### src/hw/dtd_pkg.sv
// Purpose: shared constants and types for the dma channel trigger/descriptor block
// Assumes: 32-bit words, word-wide transfers
// Notes:   transfer_config field layout is fixed by the struct below
package dtd_pkg;
  localparam int unsigned DATA_W     = 32;
  localparam int unsigned FIFO_DEPTH = 8;
  localparam int unsigned TRIGGERED_FLAG_SRC_N = 20;
  localparam int unsigned TRIGGERED_FLAG_SEL_W = 5;
  localparam int unsigned CNT_W      = 10;
  // trigger source index map
  localparam int unsigned TSRC_ADC   = 0;
  localparam int unsigned TSRC_STIM  = 2;
  localparam int unsigned TSRC_TMR   = 4;
  localparam int unsigned TSRC_PIN   = 12;
  localparam int unsigned TSRC_CHAIN = 16;
  // descriptor word offsets in bytes
  localparam logic [31:0] DESC_OFS_CFG  = 32'h0;
  localparam logic [31:0] DESC_OFS_SRC  = 32'h4;
  localparam logic [31:0] DESC_OFS_DST  = 32'h8;
  localparam logic [31:0] DESC_OFS_LINK = 32'hc;
  localparam logic [31:0] WORD_BYTES    = 32'h4;
  localparam logic [1:0]  DESC_LAST_IDX = 2'h3;

  typedef struct packed {
    logic [5:0]  rsvd_hi;
    logic [9:0]  transfer_count;        // elements minus one
    logic [1:0]  destination_increment; // 0 none, 1 x1, 2 x2, 3 x4 words
    logic [1:0]  source_increment;
    logic [8:0]  rsvd_mid;
    logic        immediate_start_bit;
    logic        reload;
    logic        clear_trigger_on_exhaust; // bit 0
  } dtd_xfer_cfg_s;

  typedef struct packed {
    logic hw_trigger_enable;
    logic trigger_polarity;      // 1 high / rising
    logic trigger_edge_or_level; // 0 edge, 1 level
    logic trigger_burst_select;  // 1 whole descriptor per trigger
    logic request_pacing_enable;
  } dtd_chan_cfg_s;

  typedef struct packed {
    logic        req;
    logic        we;
    logic [31:0] addr;
    logic [31:0] wdata;
  } dtd_bus_req_s;

  localparam dtd_xfer_cfg_s XFER_CFG_RST = '0;
  localparam dtd_bus_req_s  BUS_RST      = '0;

  typedef enum logic [1:0] {
    ST_STOP  = 2'b00,
    ST_FETCH = 2'b01,
    ST_XFER  = 2'b10,
    ST_END   = 2'b11
  } dtd_state_e;

  typedef enum logic [1:0] {
    MON_NONE   = 2'b00,
    MON_MASTER = 2'b01,
    MON_SLAVE  = 2'b10
  } dtd_mon_e;
endpackage

### src/hw/dtd_fifo.sv
// Purpose: small synchronous fifo between bus reads and bus writes
// Assumes: single clock, push and pop may coincide
// Notes:   storage in flip-flops addressed by index
`timescale 1ns/1ps
`default_nettype none
module dtd_fifo #(
  parameter int unsigned WIDTH = 32,
  parameter int unsigned DEPTH = 8
) (
  input  wire logic             clk_i,     // system clock
  input  wire logic             arst_n_i,  // async reset, low
  input  wire logic             ce_i,      // clock enable
  input  wire logic             in_valid_i, // push
  output logic                  in_ready_o, // not full
  input  wire logic [WIDTH-1:0] in_data_i, // push data
  output logic                  out_valid_o, // not empty
  input  wire logic             out_ready_i, // pop
  output logic [WIDTH-1:0]      out_data_o // head word
);
  localparam int unsigned AW = $clog2(DEPTH);
  logic [WIDTH-1:0] mem_reg [DEPTH];
  logic [AW-1:0]    wr_ptr_reg;
  logic [AW-1:0]    rd_ptr_reg;
  logic [AW:0]      cnt_reg;
  logic             push;
  logic             pop;

  assign in_ready_o  = (cnt_reg != (AW+1)'(DEPTH)); // depth needs the extra level bit
  assign out_valid_o = (cnt_reg != '0);
  assign out_data_o  = mem_reg[rd_ptr_reg];
  assign push        = ce_i & in_valid_i & in_ready_o;
  assign pop         = ce_i & out_ready_i & out_valid_o;

  // storage, no reset needed for the data words
  always_ff @(posedge clk_i) begin
    if (push) begin
      mem_reg[wr_ptr_reg] <= in_data_i;
    end
  end

  // pointers and fill level
  always_ff @(posedge clk_i or negedge arst_n_i) begin
    if (!arst_n_i) begin
      wr_ptr_reg <= '0;
      rd_ptr_reg <= '0;
      cnt_reg    <= '0;
    end else begin
      if (push) begin
        wr_ptr_reg <= (wr_ptr_reg == AW'(DEPTH - 1)) ? '0 : wr_ptr_reg + 1'b1;
      end
      if (pop) begin
        rd_ptr_reg <= (rd_ptr_reg == AW'(DEPTH - 1)) ? '0 : rd_ptr_reg + 1'b1;
      end
      cnt_reg <= cnt_reg + (AW+1)'(push) - (AW+1)'(pop);
    end
  end

  fifo_bound_a: assert property (@(posedge clk_i) disable iff (!arst_n_i)
    cnt_reg <= (AW+1)'(DEPTH)) else $error("fifo level above depth");
endmodule
`default_nettype wire

### src/hw/dtd_triggered_flag_in.sv
// Purpose: trigger source select with polarity and edge/level qualification
// Assumes: sources synchronous to clk_i
// Notes:   a selection beyond the last source never fires
`timescale 1ns/1ps
`default_nettype none
module dtd_triggered_flag_in
  import dtd_pkg::*;
(
  input  wire logic                  clk_i,      // system clock
  input  wire logic                  arst_n_i,   // async reset, low
  input  wire logic                  ce_i,       // clock enable
  input  wire logic [TRIGGERED_FLAG_SRC_N-1:0] src_i,      // all trigger sources
  input  wire logic [TRIGGERED_FLAG_SEL_W-1:0] sel_i,      // source index
  input  wire logic                  polarity_i, // 1 active high
  input  wire logic                  level_i,    // 1 level, 0 edge
  output logic                       hit_o       // qualified trigger
);
  logic active;
  logic prev_reg;

  // per-channel selection mux, independent of the request line
  assign active = (sel_i < TRIGGERED_FLAG_SEL_W'(TRIGGERED_FLAG_SRC_N)) &&
                  (src_i[sel_i] == polarity_i); // see R01

  // previous level for edge detection; frozen with ce_i
  always_ff @(posedge clk_i or negedge arst_n_i) begin
    if (!arst_n_i) begin
      prev_reg <= 1'b1; // no false edge if a source idles at its active level
    end else if (ce_i) begin
      prev_reg <= active;
    end
  end

  assign hit_o = level_i ? active : (active & ~prev_reg);
endmodule
`default_nettype wire

### src/hw/dtd_channel.sv
// Purpose: one dma channel: triggering, pacing, descriptor fetch and reload
// Assumes: single-outstanding bus master, word transfers, sources synchronous
// Notes:   reads fill the fifo, writes drain it; one bus op at a time
`timescale 1ns/1ps
`default_nettype none
// Contract
// one request line and one trigger input chosen by a select mux
// monitor dma with master dma off uses the master channel
// master dma on, slave off: monitor uses the slave channel
// master and slave dma both on: monitor gets no dma
// twenty trigger sources, independent of the request input
// sources: 0-1 converter, 2-3 state timer, 4-11 timers, 12-15 pins, 16-19 chain
// channel drives a trigger output usable by another channel
// no transfer before the channel is triggered
// writing the trigger-set bit marks the channel triggered
// hardware trigger follows enable, polarity, edge/level and burst settings
// immediate start bit triggers the channel at once
// pacing on: one transfer per request; otherwise full speed
// clear-trigger bit clears triggered flag when descriptor is exhausted
// descriptor words: reserved, source end, destination end, link
// start address is end minus count times increment
// link followed only for linked transfers; end marks last element
// on exhaustion with reload, fetch at link; word zero gives config
// reload repeats while each new config selects reload
// software aligns linked descriptors to sixteen bytes
// converter reaches the channel only through trigger sources
// exhausted without reload: stop, ignore requests until reconfigured
// fetch the four-word descriptor before its transfers start
module dtd_channel
  import dtd_pkg::*;
(
  input  wire logic                 clk_i,            // system clock, 10 MHz
  input  wire logic                 arst_n_i,         // async reset, low
  input  wire logic                 ce_i,             // clock enable
  input  wire dtd_pkg::dtd_chan_cfg_s chan_cfg_i,     // channel configuration
  input  wire dtd_pkg::dtd_xfer_cfg_s transfer_config_i, // software transfer config
  input  wire logic                 cfg_valid_i,      // pulse: start from stop
  input  wire logic [31:0]          desc_base_i,      // channel descriptor address
  input  wire logic                 trigger_set_register_i, // pulse: software trigger
  input  wire logic [4:0]           trigger_input_select_i, // trigger source index
  input  wire logic [1:0]           adc_seq_i,        // converter sequence irqs
  input  wire logic [1:0]           state_timer_req_i, // state timer requests
  input  wire logic [7:0]           timer_match_i,    // timer match requests
  input  wire logic [3:0]           pin_int_i,        // pin interrupts
  input  wire logic [3:0]           chain_triggered_flag_i,     // dma output triggers 0-3
  input  wire logic                 periph_req_i,     // peripheral request
  input  wire logic                 mst_dma_en_i,     // two-wire master dma on
  input  wire logic                 slv_dma_en_i,     // two-wire slave dma on
  input  wire logic                 mon_dma_en_i,     // two-wire monitor dma on
  output var dtd_pkg::dtd_bus_req_s bus_o,            // bus request, held to ack
  input  wire logic                 bus_ack_i,        // bus op done
  input  wire logic [31:0]          bus_rdata_i,      // read data with ack
  output logic                      triggered_o,      // triggered flag
  output logic                      active_o,         // channel not stopped
  output logic                      triggered_flag_out_o,       // exhaustion pulse
  output var dtd_pkg::dtd_mon_e     mon_route_o       // monitor channel route
);
  import dtd_pkg::*;

  dtd_state_e       state_reg;
  dtd_xfer_cfg_s    cfg_reg;
  dtd_bus_req_s     bus_reg;
  logic             triggered_reg;
  logic             active_reg;
  logic             triggered_flag_out_reg;
  dtd_mon_e         mon_reg;
  logic             req_pend_reg;
  logic             reload_fetch_reg;
  logic [1:0]       fidx_reg;
  logic [31:0]      fbase_reg;
  logic [31:0]      src_end_reg;
  logic [31:0]      dst_end_reg;
  logic [31:0]      link_reg;
  logic [31:0]      src_cur_reg;
  logic [31:0]      dst_cur_reg;
  logic [CNT_W:0]   rd_left_reg;
  logic [CNT_W:0]   wr_left_reg;
  logic [TRIGGERED_FLAG_SRC_N-1:0] triggered_flag_src;
  logic             hw_hit;
  logic             set_ev;
  logic             clr_ev;
  logic             rd_ok;
  logic             issue_rd;
  logic             issue_wr;
  logic             fetch_done;
  logic             f_in_ready;
  logic             f_out_valid;
  logic [31:0]      f_out_data;

  // byte step of one element for an increment code
  function automatic logic [31:0] inc_step(input logic [1:0] code);
    case (code)
      2'h0:    inc_step = 32'h0;
      2'h1:    inc_step = WORD_BYTES;
      2'h2:    inc_step = WORD_BYTES << 1;
      default: inc_step = WORD_BYTES << 2;
    endcase
  endfunction

  // span from first to last element: count times step
  function automatic logic [31:0] span(input logic [CNT_W-1:0] cnt, input logic [1:0] code);
    span = 32'(cnt) * inc_step(code);
  endfunction

  // source order fixes the index map; converter appears only here, no request
  assign triggered_flag_src = {chain_triggered_flag_i, pin_int_i, timer_match_i,
                     state_timer_req_i, adc_seq_i}; // see R06

  dtd_triggered_flag_in u_triggered_flag (
    .clk_i      (clk_i),
    .arst_n_i   (arst_n_i),
    .ce_i       (ce_i),
    .src_i      (triggered_flag_src),
    .sel_i      (trigger_input_select_i),
    .polarity_i (chan_cfg_i.trigger_polarity),
    .level_i    (chan_cfg_i.trigger_edge_or_level),
    .hit_o      (hw_hit)
  );

  // read permitted: triggered, room in fifo, and a request if paced
  assign rd_ok    = triggered_reg && (rd_left_reg != '0) && f_in_ready &&
                    (!chan_cfg_i.request_pacing_enable || req_pend_reg); // see R08
  assign issue_rd = ce_i && (state_reg == ST_XFER) && !bus_reg.req && rd_ok;
  assign issue_wr = ce_i && (state_reg == ST_XFER) && !bus_reg.req && !rd_ok && f_out_valid;
  assign fetch_done = ce_i && (state_reg == ST_FETCH) && bus_reg.req && bus_ack_i &&
                      (fidx_reg == DESC_LAST_IDX);

  // triggers are ignored while stopped; the immediate bit triggers a channel as cfg_valid_i starts it
  always_comb begin
    set_ev = 1'b0;
    if (state_reg != ST_STOP) begin
      set_ev = trigger_set_register_i ||
               (chan_cfg_i.hw_trigger_enable && hw_hit); // see R09 see R10
    end
    if (state_reg == ST_STOP && cfg_valid_i && transfer_config_i.immediate_start_bit) begin
      set_ev = 1'b1;
    end
    if (state_reg == ST_FETCH && reload_fetch_reg && fidx_reg == 2'h0 &&
        bus_reg.req && bus_ack_i && bus_rdata_i[2]) begin
      set_ev = 1'b1; // reloaded config may carry the immediate bit
    end
  end

  // clear on exhaustion, or after each element when a trigger buys one element
  assign clr_ev = (state_reg == ST_END && cfg_reg.clear_trigger_on_exhaust) ||
                  (issue_rd && chan_cfg_i.hw_trigger_enable &&
                   !chan_cfg_i.trigger_burst_select); // see R13

  // triggered flag; a set in the clearing cycle wins so no trigger is lost
  always_ff @(posedge clk_i or negedge arst_n_i) begin
    if (!arst_n_i) begin
      triggered_reg <= 1'b0;
    end else if (ce_i) begin
      if (set_ev) begin
        triggered_reg <= 1'b1;
      end else if (clr_ev) begin
        triggered_reg <= 1'b0;
      end
    end
  end

  // pending peripheral request, consumed by one read; request set wins
  always_ff @(posedge clk_i or negedge arst_n_i) begin
    if (!arst_n_i) begin
      req_pend_reg <= 1'b0;
    end else if (ce_i) begin
      if (periph_req_i && state_reg != ST_STOP) begin
        req_pend_reg <= 1'b1;
      end else if (issue_rd || state_reg == ST_STOP) begin
        req_pend_reg <= 1'b0;
      end
    end
  end

  // channel sequencer
  always_ff @(posedge clk_i or negedge arst_n_i) begin
    if (!arst_n_i) begin
      state_reg        <= ST_STOP;
      reload_fetch_reg <= 1'b0;
      fbase_reg        <= '0;
    end else if (ce_i) begin
      case (state_reg)
        ST_STOP: begin
          if (cfg_valid_i) begin
            state_reg        <= ST_FETCH;
            reload_fetch_reg <= 1'b0;
            fbase_reg        <= desc_base_i;
          end
        end
        ST_FETCH: begin
          if (fetch_done) begin
            state_reg <= ST_XFER;
          end
        end
        ST_XFER: begin
          if (wr_left_reg == '0 && !bus_reg.req) begin
            state_reg <= ST_END;
          end
        end
        default: begin
          if (cfg_reg.reload) begin
            state_reg        <= ST_FETCH; // see R16 see R17
            reload_fetch_reg <= 1'b1;
            fbase_reg        <= link_reg; // aligned by software
          end else begin
            state_reg <= ST_STOP;
          end
        end
      endcase
    end
  end

  // descriptor words land by index; reload takes config from word zero
  always_ff @(posedge clk_i or negedge arst_n_i) begin
    if (!arst_n_i) begin
      fidx_reg    <= '0;
      cfg_reg     <= XFER_CFG_RST;
      src_end_reg <= '0;
      dst_end_reg <= '0;
      link_reg    <= '0;
    end else if (ce_i) begin
      if (state_reg == ST_STOP && cfg_valid_i) begin
        cfg_reg  <= transfer_config_i;
        fidx_reg <= '0;
      end else if (state_reg == ST_END) begin
        fidx_reg <= '0;
      end else if (state_reg == ST_FETCH && bus_reg.req && bus_ack_i) begin
        fidx_reg <= fidx_reg + 2'h1;
        case (fidx_reg)
          2'h0: begin
            if (reload_fetch_reg) begin
              cfg_reg <= dtd_xfer_cfg_s'(bus_rdata_i);
            end
          end
          2'h1:    src_end_reg <= bus_rdata_i;
          2'h2:    dst_end_reg <= bus_rdata_i;
          default: link_reg    <= bus_rdata_i;
        endcase
      end
    end
  end

  // working addresses start below the end addresses; counts per element
  always_ff @(posedge clk_i or negedge arst_n_i) begin
    if (!arst_n_i) begin
      src_cur_reg <= '0;
      dst_cur_reg <= '0;
      rd_left_reg <= '0;
      wr_left_reg <= '0;
    end else if (ce_i) begin
      if (fetch_done) begin
        src_cur_reg <= src_end_reg - span(cfg_reg.transfer_count,
                                          cfg_reg.source_increment);
        dst_cur_reg <= dst_end_reg - span(cfg_reg.transfer_count,
                                          cfg_reg.destination_increment);
        rd_left_reg <= (CNT_W+1)'(cfg_reg.transfer_count) + 1'b1;
        wr_left_reg <= (CNT_W+1)'(cfg_reg.transfer_count) + 1'b1;
      end
      if (issue_rd) begin
        src_cur_reg <= src_cur_reg + inc_step(cfg_reg.source_increment);
        rd_left_reg <= rd_left_reg - 1'b1;
      end
      if (issue_wr) begin
        dst_cur_reg <= dst_cur_reg + inc_step(cfg_reg.destination_increment);
        wr_left_reg <= wr_left_reg - 1'b1;
      end
    end
  end

  // bus master: one request held until ack
  always_ff @(posedge clk_i or negedge arst_n_i) begin
    if (!arst_n_i) begin
      bus_reg <= BUS_RST;
    end else if (ce_i) begin
      if (bus_reg.req) begin
        if (bus_ack_i) begin
          bus_reg.req <= 1'b0;
        end
      end else if (state_reg == ST_FETCH) begin
        bus_reg.req  <= 1'b1;
        bus_reg.we   <= 1'b0;
        bus_reg.addr <= fbase_reg + {28'h0, fidx_reg, 2'b00};
      end else if (issue_rd) begin
        bus_reg.req  <= 1'b1;
        bus_reg.we   <= 1'b0;
        bus_reg.addr <= src_cur_reg;
      end else if (issue_wr) begin
        bus_reg.req   <= 1'b1;
        bus_reg.we    <= 1'b1;
        bus_reg.addr  <= dst_cur_reg;
        bus_reg.wdata <= f_out_data;
      end
    end
  end

  // reads park data here; a full fifo stalls further reads
  dtd_fifo #(
    .WIDTH (DATA_W),
    .DEPTH (FIFO_DEPTH)
  ) u_fifo (
    .clk_i       (clk_i),
    .arst_n_i    (arst_n_i),
    .ce_i        (ce_i),
    .in_valid_i  (state_reg == ST_XFER && bus_reg.req && !bus_reg.we && bus_ack_i),
    .in_ready_o  (f_in_ready),
    .in_data_i   (bus_rdata_i),
    .out_valid_o (f_out_valid),
    .out_ready_i (issue_wr),
    .out_data_o  (f_out_data)
  );

  // status, chain trigger output and monitor routing, all registered
  always_ff @(posedge clk_i or negedge arst_n_i) begin
    if (!arst_n_i) begin
      active_reg   <= 1'b0;
      triggered_flag_out_reg <= 1'b0;
      mon_reg      <= MON_NONE;
    end else if (ce_i) begin
      active_reg   <= (state_reg != ST_STOP) || cfg_valid_i;
      triggered_flag_out_reg <= (state_reg == ST_END);
      if (mon_dma_en_i && !mst_dma_en_i) begin
        mon_reg <= MON_MASTER;
      end else if (mon_dma_en_i && !slv_dma_en_i) begin
        mon_reg <= MON_SLAVE;
      end else begin
        mon_reg <= MON_NONE;
      end
    end
  end

  assign bus_o       = bus_reg;
  assign triggered_o = triggered_reg;
  assign active_o    = active_reg;
  assign triggered_flag_out_o  = triggered_flag_out_reg;
  assign mon_route_o = mon_reg;

  no_untrig_rd_a: assert property (@(posedge clk_i) disable iff (!arst_n_i)
    issue_rd |-> triggered_reg) else $error("read issued while untriggered");
  sw_triggered_flag_a: assert property (@(posedge clk_i) disable iff (!arst_n_i)
    ce_i && trigger_set_register_i && state_reg != ST_STOP |=> triggered_o)
    else $error("software trigger lost");
  imm_start_a: assert property (@(posedge clk_i) disable iff (!arst_n_i)
    ce_i && state_reg == ST_STOP && cfg_valid_i && transfer_config_i.immediate_start_bit
    |=> triggered_o && state_reg == ST_FETCH) else $error("immediate start ignored");
  paced_rd_a: assert property (@(posedge clk_i) disable iff (!arst_n_i)
    issue_rd && chan_cfg_i.request_pacing_enable |-> req_pend_reg ##1 !req_pend_reg || $past(periph_req_i))
    else $error("paced read without request");
  clr_triggered_flag_a: assert property (@(posedge clk_i) disable iff (!arst_n_i)
    ce_i && state_reg == ST_END && cfg_reg.clear_trigger_on_exhaust && !set_ev |=> !triggered_o)
    else $error("trigger not cleared on exhaustion");
  reload_go_a: assert property (@(posedge clk_i) disable iff (!arst_n_i)
    ce_i && state_reg == ST_END && cfg_reg.reload |=> state_reg == ST_FETCH && fbase_reg == $past(link_reg))
    else $error("reload did not follow link");
  stop_end_a: assert property (@(posedge clk_i) disable iff (!arst_n_i)
    ce_i && state_reg == ST_END && !cfg_reg.reload |=> state_reg == ST_STOP && !bus_o.req)
    else $error("channel not stopped on exhaustion");
  chain_out_a: assert property (@(posedge clk_i) disable iff (!arst_n_i)
    ce_i && state_reg == ST_END |=> triggered_flag_out_o) else $error("no trigger output");
  mon_mst_a: assert property (@(posedge clk_i) disable iff (!arst_n_i)
    ce_i && mon_dma_en_i && !mst_dma_en_i |=> mon_route_o == MON_MASTER)
    else $error("monitor not on master channel");
  mon_slv_a: assert property (@(posedge clk_i) disable iff (!arst_n_i)
    ce_i && mon_dma_en_i && mst_dma_en_i && !slv_dma_en_i |=> mon_route_o == MON_SLAVE)
    else $error("monitor not on slave channel");
  mon_none_a: assert property (@(posedge clk_i) disable iff (!arst_n_i)
    ce_i && mst_dma_en_i && slv_dma_en_i |=> mon_route_o == MON_NONE)
    else $error("monitor given dma with both on");
endmodule
`default_nettype wire

### config.mk
export PLATFORM = sky130hd
export DESIGN_NAME = dtd_channel
export DESIGN_NICKNAME = d
export VERILOG_FILES = /design/src/hw/dtd_pkg.sv /design/src/hw/dtd_fifo.sv /design/src/hw/dtd_triggered_flag_in.sv /design/src/hw/dtd_channel.sv
export SDC_FILE = /design/constraint.sdc
export NUM_CORES = 1
export LEC_CHECK = 0
export ABC_CLOCK_PERIOD_IN_PS = 6300
export BUFFER_PORTS_ARGS = -buffer_cell sky130_fd_sc_hd__buf_2
export CAP_MARGIN = 20
export CORE_MARGIN = 3
export CORE_UTILIZATION = 45
export CTS_CLUSTER_DIAMETER = 40
export DETAILED_ROUTE_END_ITERATION = 10
export SLEW_MARGIN = 20
export SYNTH_ARGS = -nofsm -noshare
export SYNTH_HDL_FRONTEND = slang
export SYNTH_HIERARCHICAL = 1
export SYNTH_SLANG_ARGS = --single-unit
### constraint.sdc
create_clock -name clk_i -period 6.3 [get_ports clk_i]
set_clock_uncertainty 0.1 [all_clocks]
set_input_delay 1.26 -clock clk_i [delete_from_list [all_inputs] [get_ports clk_i]]
set_output_delay 1.26 -clock clk_i [all_outputs]
set_load 0.005 [all_outputs]
**Word level (Yosys, flattened, before mapping)**

Memories as Yosys holds them, arrays and structs flattened.
Index checks and enable logic that the tools add are counted.

- Output and inout bits: 71
- Input port bits: 136
- Logic and storage cells: 213
- Flip-flop bits (word level): 318
- Memory bits (writable): 256
- Memories: 1

- Reduce and logical (&&, ||, !) cells: 78
- Bitwise operators: 13
- Order comparisons: 2
- $mul: 2
- Muxes and demuxes: 57
- Add/sub/neg operators: 13
- Equality and inequality tests: 18

Memory list:

| name | depth | width | rd ports | clocked after Yosys merged registers in | write ports | RTL line | source |
|---|---|---|---|---|---|---|---|
| u_fifo.mem_reg | 8 | 32 | 1 | 0 | 1 | dtd_fifo.sv:21 | `logic [WIDTH-1:0] mem_reg [DEPTH];` |

Operator list:

| kind | number |
|---|---|
| two-way mux 32 bit | 14 |
| two-way mux 26 bit | 5 |
| two-way mux 34 bit | 2 |
| two-way mux 66 bit | 1 |
| adder 32 bit | 2 |
| multiplier 10 x 32 -> 32 bit | 2 |
| one-hot mux 32 bit (2 select lines) | 1 |
| subtractor 32 bit | 2 |
| logical AND 1 bit | 33 |
| two-way mux 11 bit | 3 |
| adder 32 x 4 -> 32 bit | 1 |
| one-hot mux 5 bit (3 select lines) | 2 |
| AND reduction 5 bit | 5 |
| subtractor 11 x 1 -> 11 bit (second input constant) | 2 |
| nonzero test 2 bit | 9 |
| two-way mux 1 bit | 16 |
| two-way mux 2 bit | 8 |
| equality test 2 bit (second input constant) | 6 |
| adder 10 x 1 -> 11 bit (second input constant) | 1 |
| logical NOT 11 bit | 1 |
| nonzero test 11 bit | 1 |
| AND reduction 2 bit | 5 |
| equality test 2 x 1 -> 1 bit (second input constant) | 4 |
| logical NOT 2 bit | 4 |
| other kinds (25) | 53 |

**Longest topological paths before layout**

Gate-level depths: netlist of run 1.

- Word-level depth: 13
- Mapped depth: 21
- Depth with buffers taken out: 19

**Hierarchy**

Netlist of run 1, hierarchy kept.

Modules (own cells, without submodules):

| module | cells an instance | instances | area each (sq um) | seq. area each (sq um) |
|---|---|---|---|---|
| dtd_channel | 2036 | 1 | 19748.9 | 7682.4 |
| dtd_fifo | 429 | 1 | 10239.8 | 7937.6 |
| dtd_triggered_flag_in | 26 | 1 | 276.5 | 26.3 |

**Worst setup path before layout of run 1**

No wires, ideal clock.

- Kind: register to register
- From: reg cfg_reg[13] (netlist name)
- To: reg src_cur_reg[25]
- Library setup time: 0.087 ns
- Data arrival time: 4.737 ns
- Setup slack: 1.377 ns
- Required time: 6.113 ns
- Cell stages (with the launch flop): 21
- Cells stage by stage: dfrtp_1 > nor2b_1 > clkbuf_1 > and2_1 > fa_1 > ha_1 > ha_1 > inv_1 > fa_1 > inv_1 > fa_1 > inv_1 > ha_1 > o21ai_0 > a22o_1 > o31a_1 > o31ai_1 > a2111oi_0 > o21ai_0 > xor2_1 > o211ai_1

- Word-level cells in the longest chain between the ends: 8
- Elaborated cells between the ends (all ways): 13

RTL lines:

| element | RTL line | source |
|---|---|---|
| start: declaration | dtd_channel.sv:61 | `dtd_xfer_cfg_s cfg_reg;` |
| start signal: assignment | dtd_channel.sv:223 | `cfg_reg <= transfer_config_i;` |
| start signal: assignment | dtd_channel.sv:232 | `cfg_reg <= dtd_xfer_cfg_s'(bus_rdata_i);` |
| equality test 2 bit (tied with other cells) | dtd_channel.sv:92 | `case (code)` |
| one-hot mux 5 bit (3 select lines) * | dtd_channel.sv:92 |  |
| two-way mux 32 bit | dtd_channel.sv:251 | `if (fetch_done) begin` |
| two-way mux 32 bit | dtd_channel.sv:250 | `end else if (ce_i) begin` |
| multiplier 10 x 32 -> 32 bit | dtd_channel.sv:102 | `span = 32'(cnt) * inc_step(code);` |
| subtractor 32 bit | dtd_channel.sv:252 | `src_cur_reg <= src_end_reg - span(cfg_reg.transfer_count,` |
| two-way mux 32 bit | dtd_channel.sv:251 |  |
| two-way mux 32 bit * | dtd_channel.sv:259 | `if (issue_rd) begin` |
| end signal: assignment | dtd_channel.sv:252 |  |
| end signal: assignment | dtd_channel.sv:260 | `src_cur_reg <= src_cur_reg + inc_step(cfg_reg.source_increment);` |
| end: declaration | dtd_channel.sv:74 | `logic [31:0] src_cur_reg;` |

Mark *: on every way between the ends. The rest lies on a longest branch, timed or not. The select of a mux whose other input is x is not followed.
A chain may end at the register's enable or synchronous reset.

**Worst setup path in the final report of run 1**

- From: reg cfg_reg[12] (netlist name)
- To: reg src_cur_reg[25]

The elaborated chain is that of the path after synthesis.

==> summary.md, run 1 <==
| Metric | Value |
|---|---|
| Sequential power share | `approximately 28%` |
| IO Port Bufs | `191` |
| Unique cell type count in the Yosys netlist | `83` |
| HPWL Detailed | `59,500 um` |
| Critical Path Fanout Max | `13` |
| Root Buffer Master | `clkbuf_16` |
| CTS Hold Bufs | `0` |
| Gate power share | `a little under half` |
| Psw | `around 0.0082 W` |
| Antenna violation net count after detailed routing | `0` |
| Mapped Cells | `2,491` |
| Setup TNS | `0 ns` |
| CTS tree | `done` |
| Setup Viol. Count Final | `0` |
| #FFs+latches synth | `574` |
| Post-Syn Area per Cell | `12.1 um^2` |
| Outcome | `completed` |
| Int Pwr | `0.0123 W` |
| Max reg flops | `256` |
| Tmin final | `roughly 5.8 ns` |
| Clock transition at path regs | `roughly 0.05 ns` |
| Clk buf depth | `3` |
| Total number of vias | `between 20k and 25k` |
| Peak supply drop | `318 uV` |
| CP endpoint kind | `register` |
| # rows | `94` |
| Core Util, Final | `roughly 54%` |
| Chip height | `265 um` |
| WL final | `84,100 um` |
| Fin. Hold Viols | `0` |
| Hold Crit Class | `register to register` |
| Fmax | `0.172 GHz` |
| Initial core utilization | `45.7%` |
| DR vias/cell | `5.81` |
| Placed cell area | `0.0323 mm^2` |
| Top post-synthesis cells by area | `dfrtp_1 (26%), edfxtp_1 (25%), mux2_2 (6.3%), ha_1 (6.2%), mux4_2 (4.7%)` |
| Critical Path RT | `between 6 and 7 ns` |
| Die W | `265 um` |
| PnR Total Power | `0.0205 W` |
| Count leader, synth | `dfrtp_1` |
| Layout area overhead | `17.7%` |
| Total track usage | `24.0%` |
| Nets@finish | `a little over 3k` |
| GR Overflow Total | `0` |
| Worst slew margin | `~30%` |
| Boundary Pins | `207` |
| Final-report max-slew violation count | `0` |
| Number of max-cap violations | `0` |
| Kind of start point of the critical path | `register` |
| Pre-antenna DRT Iters | `6` |
| Core Area | `0.0662 mm^2` |
| H-tree levels | `3` |
| Synth Cell Area | `0.0303 mm^2` |
| Post-synthesis async set-or-reset flop share | `55.4%` |
| DRC | `0` |
| DR iter-0 viols | `1,874` |
| Layout fillers | `5,637` |
| Slew @ Worst Pin | `1.05 ns` |
| Clk_lat worst skew | `0.64 ns` |
| Period utilization | `92.1%` |
| Vias in the first global route | `21.6k` |
| Clock power frac | `between 20% and 30%` |
| Cell taking the most area after synthesis | `dfrtp_1` |
| Largest net degree at the start of global routing | `107` |
| GP Congestion | `0.921` |
| Crit Path Class | `register to register` |
| Layout cell share with drive strength beyond 1 | `24.0%` |
| Global-route wire length before repair | `between 100,000 and 150,000 um` |
| CTS Sinks | `574` |
| Sequential-to-total area share from yosys stat | `51.7%` |
| Switching share of power | `40.1%` |
| Number of flops mapped to enable cells by yosys | `between 200 and 300` |
| Leakage | `15.2 nW` |
| Worst path arrival time | `between 6 and 7 ns` |
| RSZ-0062 raised after global routing | `no` |
| WL per Instance | `23.0 um` |
| Design area | `0.0356 mm^2` |
| Synth warn | `6` |
| Die area | `0.0704 mm^2` |
| Pwr dens | `577 mW/mm^2` |
| Antenna violations before repair | `16` |
| Num CTS Buffers | `91` |
| Syn nets | `2,816` |
| Hold_ws | `0.374 ns` |
| Most instantiated cells after synthesis | `dfrtp_1 (317), edfxtp_1 (256), inv_1 (185)` |
| Top FF cell, synth | `dfrtp_1` |
| Area share of the largest cell type after synthesis | `26.2%` |
[worst paths after layout]
| path | from | to | slack [ns] | cells past startpoint |
|---|---|---|---|---|
| max | cfg_reg[12] | src_cur_reg[25] | 0.50 | 20 |
| min | dst_cur_reg[1] | dst_cur_reg[1] | 0.37 | 2 |
| max reg2reg | cfg_reg[12] | src_cur_reg[25] | 0.50 | 20 |
| min reg2reg | dst_cur_reg[1] | dst_cur_reg[1] | 0.37 | 2 |
| max in group asynchronous | arst_n_i | dst_end_reg[12] | 4.28 | 2 |
| min in group asynchronous | arst_n_i | bus_o[25] | 0.45 | 1 |
[stage by stage]
| step | std cells | setup slack [ns] |
|---|---|---|
| 4_1_cts | 3647 | 0.333 |
| 3_5_place_dp | 3475 | 0.332 |
| 5_1_grt | 3647 | 0.163 |
| 6_report | 3648 | 0.496 |
| 2_1_floorplan | 2491 | 1.38 |
| 3_3_place_gp | 3475 | 0.385 |
[cells by family (layout without fill, tap and decap cells)]
| family | Yosys count | after routing | synth area share [%] |
|---|---|---|---|
| DFF | 574 | 574 | 51.7 |
| adders and majority gates | 189 | 189 | 8.81 |
| and+or+nand+nor | 609 | 609 | 10.0 |
| other | 0 | 1 | 0 |
| AOI/OAI and AO/OA | 408 | 408 | 8.89 |
| muxes | 304 | 304 | 13.6 |
| buffers and inverters | 305 | 597 | 4.04 |
| xor gates and xnor gates | 102 | 102 | 2.95 |
[power by group through the flow]
| stage | clock network [W] | registers, W | logic [W] |
|---|---|---|---|
| 6_report | 0.00535 | 0.00577 | 0.00943 |
| 3_5_place_dp | 0 | 0.00581 | 0.00937 |
| 3_3_place_gp | 0 | 0.00577 | 0.00923 |
| 2_1_floorplan | 0 | 0.00534 | 0.00698 |
| 4_1_cts | 0.00545 | 0.00575 | 0.00944 |
| 5_1_grt | 0.00563 | 0.00589 | 0.0105 |
[per-layer routing]
| layer | part of all wire (%) | global-route usage, % |
|---|---|---|
| met5 | 0.021 | 0 |
| met4 | 2.5 | 6.93 |
| met3 | 6.1 | 3.78 |
| met2 | 47 | 38.8 |
| met1 | 44 | 33.6 |
[critical path, stage by stage, from the launching register on]
cell       delay, ns
dfrtp_1         0.50
nor2b_1         0.64
and2_1          0.23
ha_1            0.23
ha_1            0.27
inv_1           0.05
fa_1            0.52
inv_1           0.05
fa_1            0.45
ha_1            0.29
inv_1           0.04
ha_1            0.36
a21o_1          0.20
a31oi_1         0.19
o31a_1          0.16
o31ai_1         0.07
buf_4           0.18
a2111oi_1       0.63
o21ai_0         0.22
xor2_1          0.18
o211ai_1        0.16
[placed cells by master, fill, tap and decap left out, types with 66 or more instances in the layout]
master,count
a21oi_1,139
buf_2,190
clkbuf_16,92
dfrtp_1,315
edfxtp_1,256
ha_1,147
inv_1,185
mux2_2,170
nand2_1,134
nand3_1,66
nor2_1,159
[timing repair]
action,4_1_cts,5_1_grt
endpoints found under the hold margin,0,0
setup endpoints to repair,0,2
gates resized for setup,0,1
buffers inserted,0,0
[cell type report]
cell class / count / area [um^2] / area share [%]
repair buffers: 239 / 1350 / 3.79
clock inverters: 57 / 843 / 2.37
diodes: 1 / 2.50 / 0.00703
flip-flops and latches: 574 / 15700 / 43.9
clock buffers: 115 / 2500 / 7.02
multi-input cells: 1612 / 13500 / 37.9
inverters: 186 / 698 / 1.96
well taps: 864 / 1080 / 3.04
(Power assumes the default switching activity.)
==> inputs of run 2 (changes only) <==
--- a/config.mk
+++ b/config.mk
@@ -8,10 +8,14 @@
 export ABC_CLOCK_PERIOD_IN_PS = 6300
 export BUFFER_PORTS_ARGS = -buffer_cell sky130_fd_sc_hd__buf_2
 export CAP_MARGIN = 20
+export CELL_PAD_IN_SITES_DETAIL_PLACEMENT = 1
+export CELL_PAD_IN_SITES_GLOBAL_PLACEMENT = 1
 export CORE_MARGIN = 3
 export CORE_UTILIZATION = 45
+export CTS_BUF_LIST = sky130_fd_sc_hd__clkbuf_2
 export CTS_CLUSTER_DIAMETER = 40
 export DETAILED_ROUTE_END_ITERATION = 10
+export PLACE_DENSITY_LB_ADDON = 0.1
 export SLEW_MARGIN = 20
 export SYNTH_ARGS = -nofsm -noshare
 export SYNTH_HDL_FRONTEND = slang
==> summary.md, run 2 (synthesis results as in run 1) <==
| Metric | Value |
|---|---|
| Outcome | `completed` |
| Hold Crit Class | `input port to register` |
| Initial core utilization | `45.7% (unchanged)` |
| WL per Instance | `25.4 um (+10%)` |
| Crit Path Class | `register to register` |
| R2r worst-path depth | `20 (unchanged)` |
| Worst hold stages | `3 (+1)` |
| Setup TNS | `0 ns (unchanged)` |
| Layout fillers | `7,072 (+25%)` |
| Num CTS Buffers | `158 (+74%)` |
| Critical Path RT | `7.37 ns (+0.63 ns)` |
| Global-route wire length before repair | `144,000 um (+12%)` |
| Vias in the first global route | `23.5k (+9.0%)` |
| Leading cell type in the layout, fill and taps excluded | `dfrtp_1` |
| Number of max-cap violations | `0 (unchanged)` |
| Slew @ Worst Pin | `0.981 ns (-0.0681 ns)` |
| Worst R2R Setup Slack | `0.44 ns (-0.05 ns)` |
| Antenna violations before repair | `11 (-5)` |
| Fmax | `0.171 GHz (-0.92%)` |
| CTS Sinks | `574 (unchanged)` |
| Largest net degree at the start of global routing | `134 (+25%)` |
| H-tree levels | `4 (+1)` |
| DR iter-0 viols | `1,529 (-18%)` |
| WL final | `95,600 um (+14%)` |
| Chip height | `265 um (unchanged)` |
| Worst path arrival time | `6.93 ns (+0.69 ns)` |
| DRC | `0 (unchanged)` |
| Tmin final | `5.86 ns (+0.0542 ns)` |
| Max reg flops | `256 (unchanged)` |
| Fin. Hold Viols | `0 (unchanged)` |
| Clk buf depth | `3 (unchanged)` |
| RSZ-0062 raised after global routing | `no` |
| Kind of start point of the critical path | `register` |
| FF-to-FF Start | `cfg_reg[12]` |
| Core Area | `0.0662 mm^2 (unchanged)` |
| GR Overflow Total | `0 (unchanged)` |
| Die area | `0.0704 mm^2 (unchanged)` |
| Clock transition at path regs | `0.11 ns (+0.06 ns)` |
| Period utilization | `93.0% (+0.86 points)` |
| Area of the multi-input gates | `0.0135 mm^2 (about the same)` |
| Hold path startpoint | `transfer_config_i[21]` |
| Worst hold endpoint | `cfg_reg[21]` |
| Worst slew margin | `34.5% (+4.8 points)` |
| Boundary Pins | `207 (unchanged)` |
| Nets@finish | `3,101 (+2.4%)` |
| Leakage | `14.8 nW (-2.9%)` |
| Register area | `0.0157 mm^2 (unchanged)` |
| Peak supply drop | `310 uV (-2.5%)` |
| Core Util, Final | `51.1% (-2.7 points)` |
| Final-report max-slew violation count | `0 (unchanged)` |
| Layout area overhead | `11.8%` |
| Die W | `265 um (unchanged)` |
| HPWL Detailed | `66,500 um (+12%)` |
| Layout cell share with drive strength beyond 1 | `26.4% (+2.4 points)` |
| # rows | `94 (unchanged)` |
| Pwr dens | `539 mW/mm^2 (-6.6%)` |
| IO Port Bufs | `191 (unchanged)` |
| CP endpoint kind | `register` |
| Setup Viol. Count Final | `0 (unchanged)` |
| GP Congestion | `0.896 (-2.7%)` |
| Commonest non-fill, non-tap cells in the layout | `dfrtp_1 (315), edfxtp_1 (256), clkbuf_2 (239)` |
| Root Buffer Master | `clkbuf_2` |
| CTS tree | `done` |
| Total number of vias | `21.9k (+3.5%)` |
| Clk_lat worst skew | `1.31 ns (+0.67 ns)` |
| Antenna violation net count after detailed routing | `0 (unchanged)` |
| DR vias/cell | `5.83 (+0.28%)` |
| CTS resizes | `0 (unchanged)` |
| Total track usage | `27.4% (+3.4 points)` |
| Critical Path Fanout Max | `13 (unchanged)` |
| Pre-antenna DRT Iters | `7 (+1)` |
| FF-to-FF End | `src_cur_reg[29]` |
run 2: area by class of cell:
cell class              instances  share of cell area, %
flip-flops and latches        574                   46.3
multi-input cells            1612                   39.9
repair buffers                244                   4.17
clock buffers                 239                   3.54
well taps                     864                   3.20
inverters                     186                   2.06
clock inverters                45                  0.866
diodes                          1                0.00740
run 2: repair_timing:
action | CTS | global route
hold buffers | 5 | 0
setup buffers | 0 | 0
endpoints found under the hold margin | 83 | 0
run 2: through the flow:
| step | std cells | power [W] | hold WS [ns] | worst slack [ns] | area (um^2) |
|---|---|---|---|---|---|
| global placement | 3474 | 0.0152 | 0.365 | 0.527 | 32300 |
| floorplan | 2491 | 0.0123 | 0.346 | 1.38 | 30300 |
| CTS | 3763 | 0.0183 | 0.00517 | 0.429 | 33800 |
| detailed placement | 3474 | 0.0155 | 0.370 | 0.410 | 32300 |
| finish | 3765 | 0.0182 | 0.185 | 0.441 | 33800 |
| global route | 3765 | 0.0197 | 0.0751 | 0.0272 | 33800 |
run 2: worst max path at each step:
stage / from / endpoint / slack, ns
2_1_floorplan: cfg_reg[13] / src_cur_reg[25] / 1.38
3_3_place_gp: cfg_reg[12] / src_cur_reg[29] / 0.53
3_5_place_dp: cfg_reg[12] / src_cur_reg[29] / 0.41
4_1_cts: cfg_reg[12] / src_cur_reg[29] / 0.43
5_1_grt: cfg_reg[12] / src_cur_reg[29] / 0.03
6_report: cfg_reg[12] / src_cur_reg[29] / 0.44
run 2: metal layers:
layer,wire (um),track usage [%]
met1,40900,36.5
met2,46300,45.1
met3,5300,4.48
met4,3140,10.6
met5,0,0
run 2: where the power goes:
part	switching (W)	total (W)	internal (W)
combinational	0.00566	0.00976	0.00410
sequential	0.000967	0.00570	0.00473
clock	0.00166	0.00278	0.00112
total	0.00828	0.0182	0.00995
run 2: critical path: stages, from the launching register on:
cell and delay, ns:
dfrtp_1 0.53, nor2b_1 0.21, buf_4 0.19, and2_1 0.18
fa_1 0.42, ha_1 0.30, ha_1 0.16, inv_1 0.06
fa_1 0.50, inv_1 0.05, fa_1 0.53, inv_1 0.04
ha_1 0.36, o21ai_0 0.20, a22o_1 0.24, o31a_1 0.15
o31ai_1 0.16, a2111oi_0 0.87, o21ai_0 0.22, xor2_1 0.21
a21oi_1 0.09
==> inputs of run 3 (changes only) <==
--- a/config.mk
+++ b/config.mk
@@ -5,9 +5,9 @@
 export SDC_FILE = /design/constraint.sdc
 export NUM_CORES = 1
 export LEC_CHECK = 0
+export ABC_AREA = 1
 export ABC_CLOCK_PERIOD_IN_PS = 6300
 export BUFFER_PORTS_ARGS = -buffer_cell sky130_fd_sc_hd__buf_2
-export CAP_MARGIN = 20
 export CELL_PAD_IN_SITES_DETAIL_PLACEMENT = 1
 export CELL_PAD_IN_SITES_GLOBAL_PLACEMENT = 1
 export CORE_MARGIN = 3
==> summary.md, run 3 <==
| Metric | Value |
|---|---|
| Die area | `0.0784 mm^2 (+11%)` |
| WL met1 | `53,600 um (+31%)` |
| CP endpoint kind | `register` |
| Synth Cell Area | `0.0338 mm^2 (+12%)` |
| Critical Path Max Stage Delay | `0.46 ns (-0.41 ns)` |
| Worst R2R Setup Slack | `0.93 ns (+0.48 ns)` |
| WL met2 | `56,000 um (+21%)` |
| Top FF cell, synth | `dfrtp_1` |
| Peak supply drop | `274 uV (-12%)` |
| Nets@finish | `4,885 (+58%)` |
| Area share of the largest cell type after synthesis | `23.5% (-2.7 points)` |
| Core Area | `0.0737 mm^2 (+11%)` |
| Post-CTS Setup Inserts | `0 (unchanged)` |
| Antenna violations before repair | `10 (-1)` |
| Area of the multi-input gates | `0.0147 mm^2 (+9.1%)` |
| Routed met3 length | `8790 um (+66%)` |
| #FFs+latches synth | `574 (unchanged)` |
| Max reg flops | `256 (unchanged)` |
| Count leader, synth | `nand2_1` |
| FF-to-FF Start | `cfg_reg[14]` |
| Total number of vias | `30.4k (+39%)` |
| Critical Path RT | `7.38 ns (about the same)` |
| Fmax | `0.186 GHz (+9.0%)` |
| Number of max-cap violations | `0 (unchanged)` |
| Global-route wire length before repair | `185,000 um (+29%)` |
| Top post-synthesis cells by area | `dfrtp_1 (23%), edfxtp_1 (23%), nand2_1 (14%), inv_1 (7.9%), ha_1 (5.5%)` |
| Period utilization | `85.3% (-7.7 points)` |
| Cell taking the most area after synthesis | `dfrtp_1` |
| Kind of start point of the critical path | `register` |
| Leakage | `18.9 nW (+28%)` |
| IO Port Bufs | `191 (unchanged)` |
| Clk buf depth | `3 (unchanged)` |
| # rows | `99 (+5.3%)` |
| Hold Crit Class | `input port to register` |
| Critical Path Fanout Max | `9 (-4)` |
| Pwr dens | `478 mW/mm^2 (-11%)` |
| Clk_lat worst skew | `1.35 ns (+0.04 ns)` |
| DR vias/cell | `5.38 (-7.7%)` |
| Pre-antenna DRT Iters | `7 (unchanged)` |
| Worst slew margin | `27.7% (-6.8 points)` |
| Root Buffer Master | `clkbuf_2` |
| GR Overflow Total | `0 (unchanged)` |
| Layout fillers | `9,208 (+30%)` |
| Leading cell type in the layout, fill and taps excluded | `nand2_1` |
| Most instantiated cells after synthesis | `nand2_1 (1,238), inv_1 (714), nor2_1 (361)` |
| Worst Setup SP | `cfg_reg[14]` |
| Crit path cell chain | `inv_1 > nor2_1 > clkinv_1 > nor2_1 > fa_1 > ha_1 > ha_1 > fa_1 > ha_1 > inv_1 > ha_1 > a21oi_1 > o21ai_0 > a21oi_1 > nand2_1 > nand2_1 > nand2_1 > nand2_1 > nand3_1 > a21oi_1` |
| H-tree levels | `4 (unchanged)` |
| Crit Path Class | `register to register` |
| Largest net degree at the start of global routing | `103 (-23%)` |
| Commonest non-fill, non-tap cells in the layout | `nand2_1 (1,238), inv_1 (712), nor2_1 (361)` |
| Worst path arrival time | `6.45 ns (-0.48 ns)` |
| Initial core utilization | `45.8% (+0.12 points)` |
| WL per Instance | `21.6 um (-15%)` |
| Core Util, Final | `51.4% (+0.29 points)` |
| CTS Sinks | `574 (unchanged)` |
| Post-synthesis async set-or-reset flop share | `55.4% (unchanged)` |
| R2r worst-path depth | `20 (unchanged)` |
| Unique cell type count in the Yosys netlist | `62 (-25%)` |
| Total track usage | `31.4% (+4.0 points)` |
| DRC | `0 (unchanged)` |
| Slew @ Worst Pin | `1.07 ns (+0.0917 ns)` |
| HPWL Detailed | `85,900 um (+29%)` |
| Post-Syn Area per Cell | `7.94 um^2 (-35%)` |
| Fin. Hold Viols | `0 (unchanged)` |
| Synth warn | `6 (unchanged)` |
| Antenna violation net count after detailed routing | `0 (unchanged)` |
| Setup TNS | `0 ns (unchanged)` |
| Die W | `280 um (+5.5%)` |
| DR iter-0 viols | `2,361 (+54%)` |
| Slowest-stage cell, CP | `fa_1` |
| Vias in the first global route | `31.5k (+34%)` |
| Mapped Cells | `4,255 (+71%)` |
| Final-report max-slew violation count | `0 (unchanged)` |
| Clock transition at path regs | `0.10 ns (about the same)` |
| Num CTS Buffers | `164 (+3.8%)` |
| GP Congestion | `0.926 (+3.3%)` |
| Sequential-to-total area share from yosys stat | `46.3% (-5.4 points)` |
| CTS tree | `done` |
| Critical Path Sink | `dst_cur_reg[30]` |
| Layout area overhead | `12.1%` |
| Top sig layer | `met5` |
| Layout cell share with drive strength beyond 1 | `12.2% (-14 points)` |
| Outcome | `completed` |
| RSZ-0062 raised after global routing | `no` |
| Syn nets | `4,580 (+63%)` |
| Boundary Pins | `207 (unchanged)` |
| Tmin final | `5.37 ns (-0.484 ns)` |
| Register area | `0.0157 mm^2 (unchanged)` |
| WL final | `122,000 um (+28%)` |
| FF-to-FF End | `dst_cur_reg[30]` |
| Chip height | `280 um (+5.5%)` |
| Number of flops mapped to enable cells by yosys | `256 (unchanged)` |
| Setup Viol. Count Final | `0 (unchanged)` |
run 3: layout make-up:
class / instances / area share (%)
clock inverters: 52 / 0.988
diodes: 4 / 0.0264
repair buffers: 280 / 4.96
well taps: 959 / 3.17
multi-input cells: 2801 / 38.9
clock buffers: 249 / 3.29
flip-flops and latches: 574 / 41.3
inverters: 739 / 7.35
run 3: how the worst min path moves through the flow:
stage                          startpoint                     to  cells after the start
after floorplan            src_cur_reg[1]         src_cur_reg[1]                      2
after global placement           bus_o[2]               bus_o[2]                      2
after detailed placement        bus_o[29]              bus_o[29]                      2
after CTS                 bus_rdata_i[23]  u_fifo/mem_reg[2][23]                      1
after global routing      bus_rdata_i[23]  u_fifo/mem_reg[2][23]                      1
final                     bus_rdata_i[23]  u_fifo/mem_reg[2][23]                      1
run 3: power by group:
part / internal (W) / switching (W) / leakage, nW / total [W]
clock: 0.00127 / 0.00174 / 1.21 / 0.00301
sequential: 0.00467 / 0.000875 / 5.89 / 0.00554
combinational: 0.00306 / 0.00650 / 11.8 / 0.00956
total: 0.00900 / 0.00912 / 18.9 / 0.0181
run 3: through the flow:
step	hold WS, ns	power, W	setup slack [ns]	instance area [um^2]	cells
after floorplan	0.350	0.0116	1.79	33800	4255
after global placement	0.350	0.0148	1.17	35700	5299
after detailed placement	0.354	0.0150	1.10	35700	5299
after CTS	0.0214	0.0181	0.964	37800	5653
after global routing	0.0557	0.0197	0.488	37900	5656
final	0.210	0.0181	0.925	37900	5658
run 3: logic make-up after synthesis:
family	synth area share [%]
DFF	46.3
adders and majority gates	7.89
and+or+nand+nor	24.8
xor gates and xnor gates	2.23
AOI/OAI and AO/OA	8.05
buffers and inverters	10.3
muxes	0.363
run 3: routing by layer:
layer | track usage [%] | vias up
met3 | 6.12 | 193
met5 | 0 | -
li1 | - | 14200
met4 | 11.4 | 4
met1 | 42.2 | 15100
met2 | 50.6 | 954
run 3: what timing repair did:
item,4_1_cts,5_1_grt
hold endpoints to repair,123,0
hold buffers,53,0
gates resized for setup,0,0
endpoints found under the setup margin,0,0
run 3: worst max-delay path: cells and delay by family, from the launching register on:
family,cells,cell delay [ns]
adder cells (fa/ha/maj),6,2.18
buffers and inverters,3,0.52
flip-flops,1,0.41
AND/OR/NAND/NOR,7,1.20
AO/OA/AOI/OAI,4,0.79
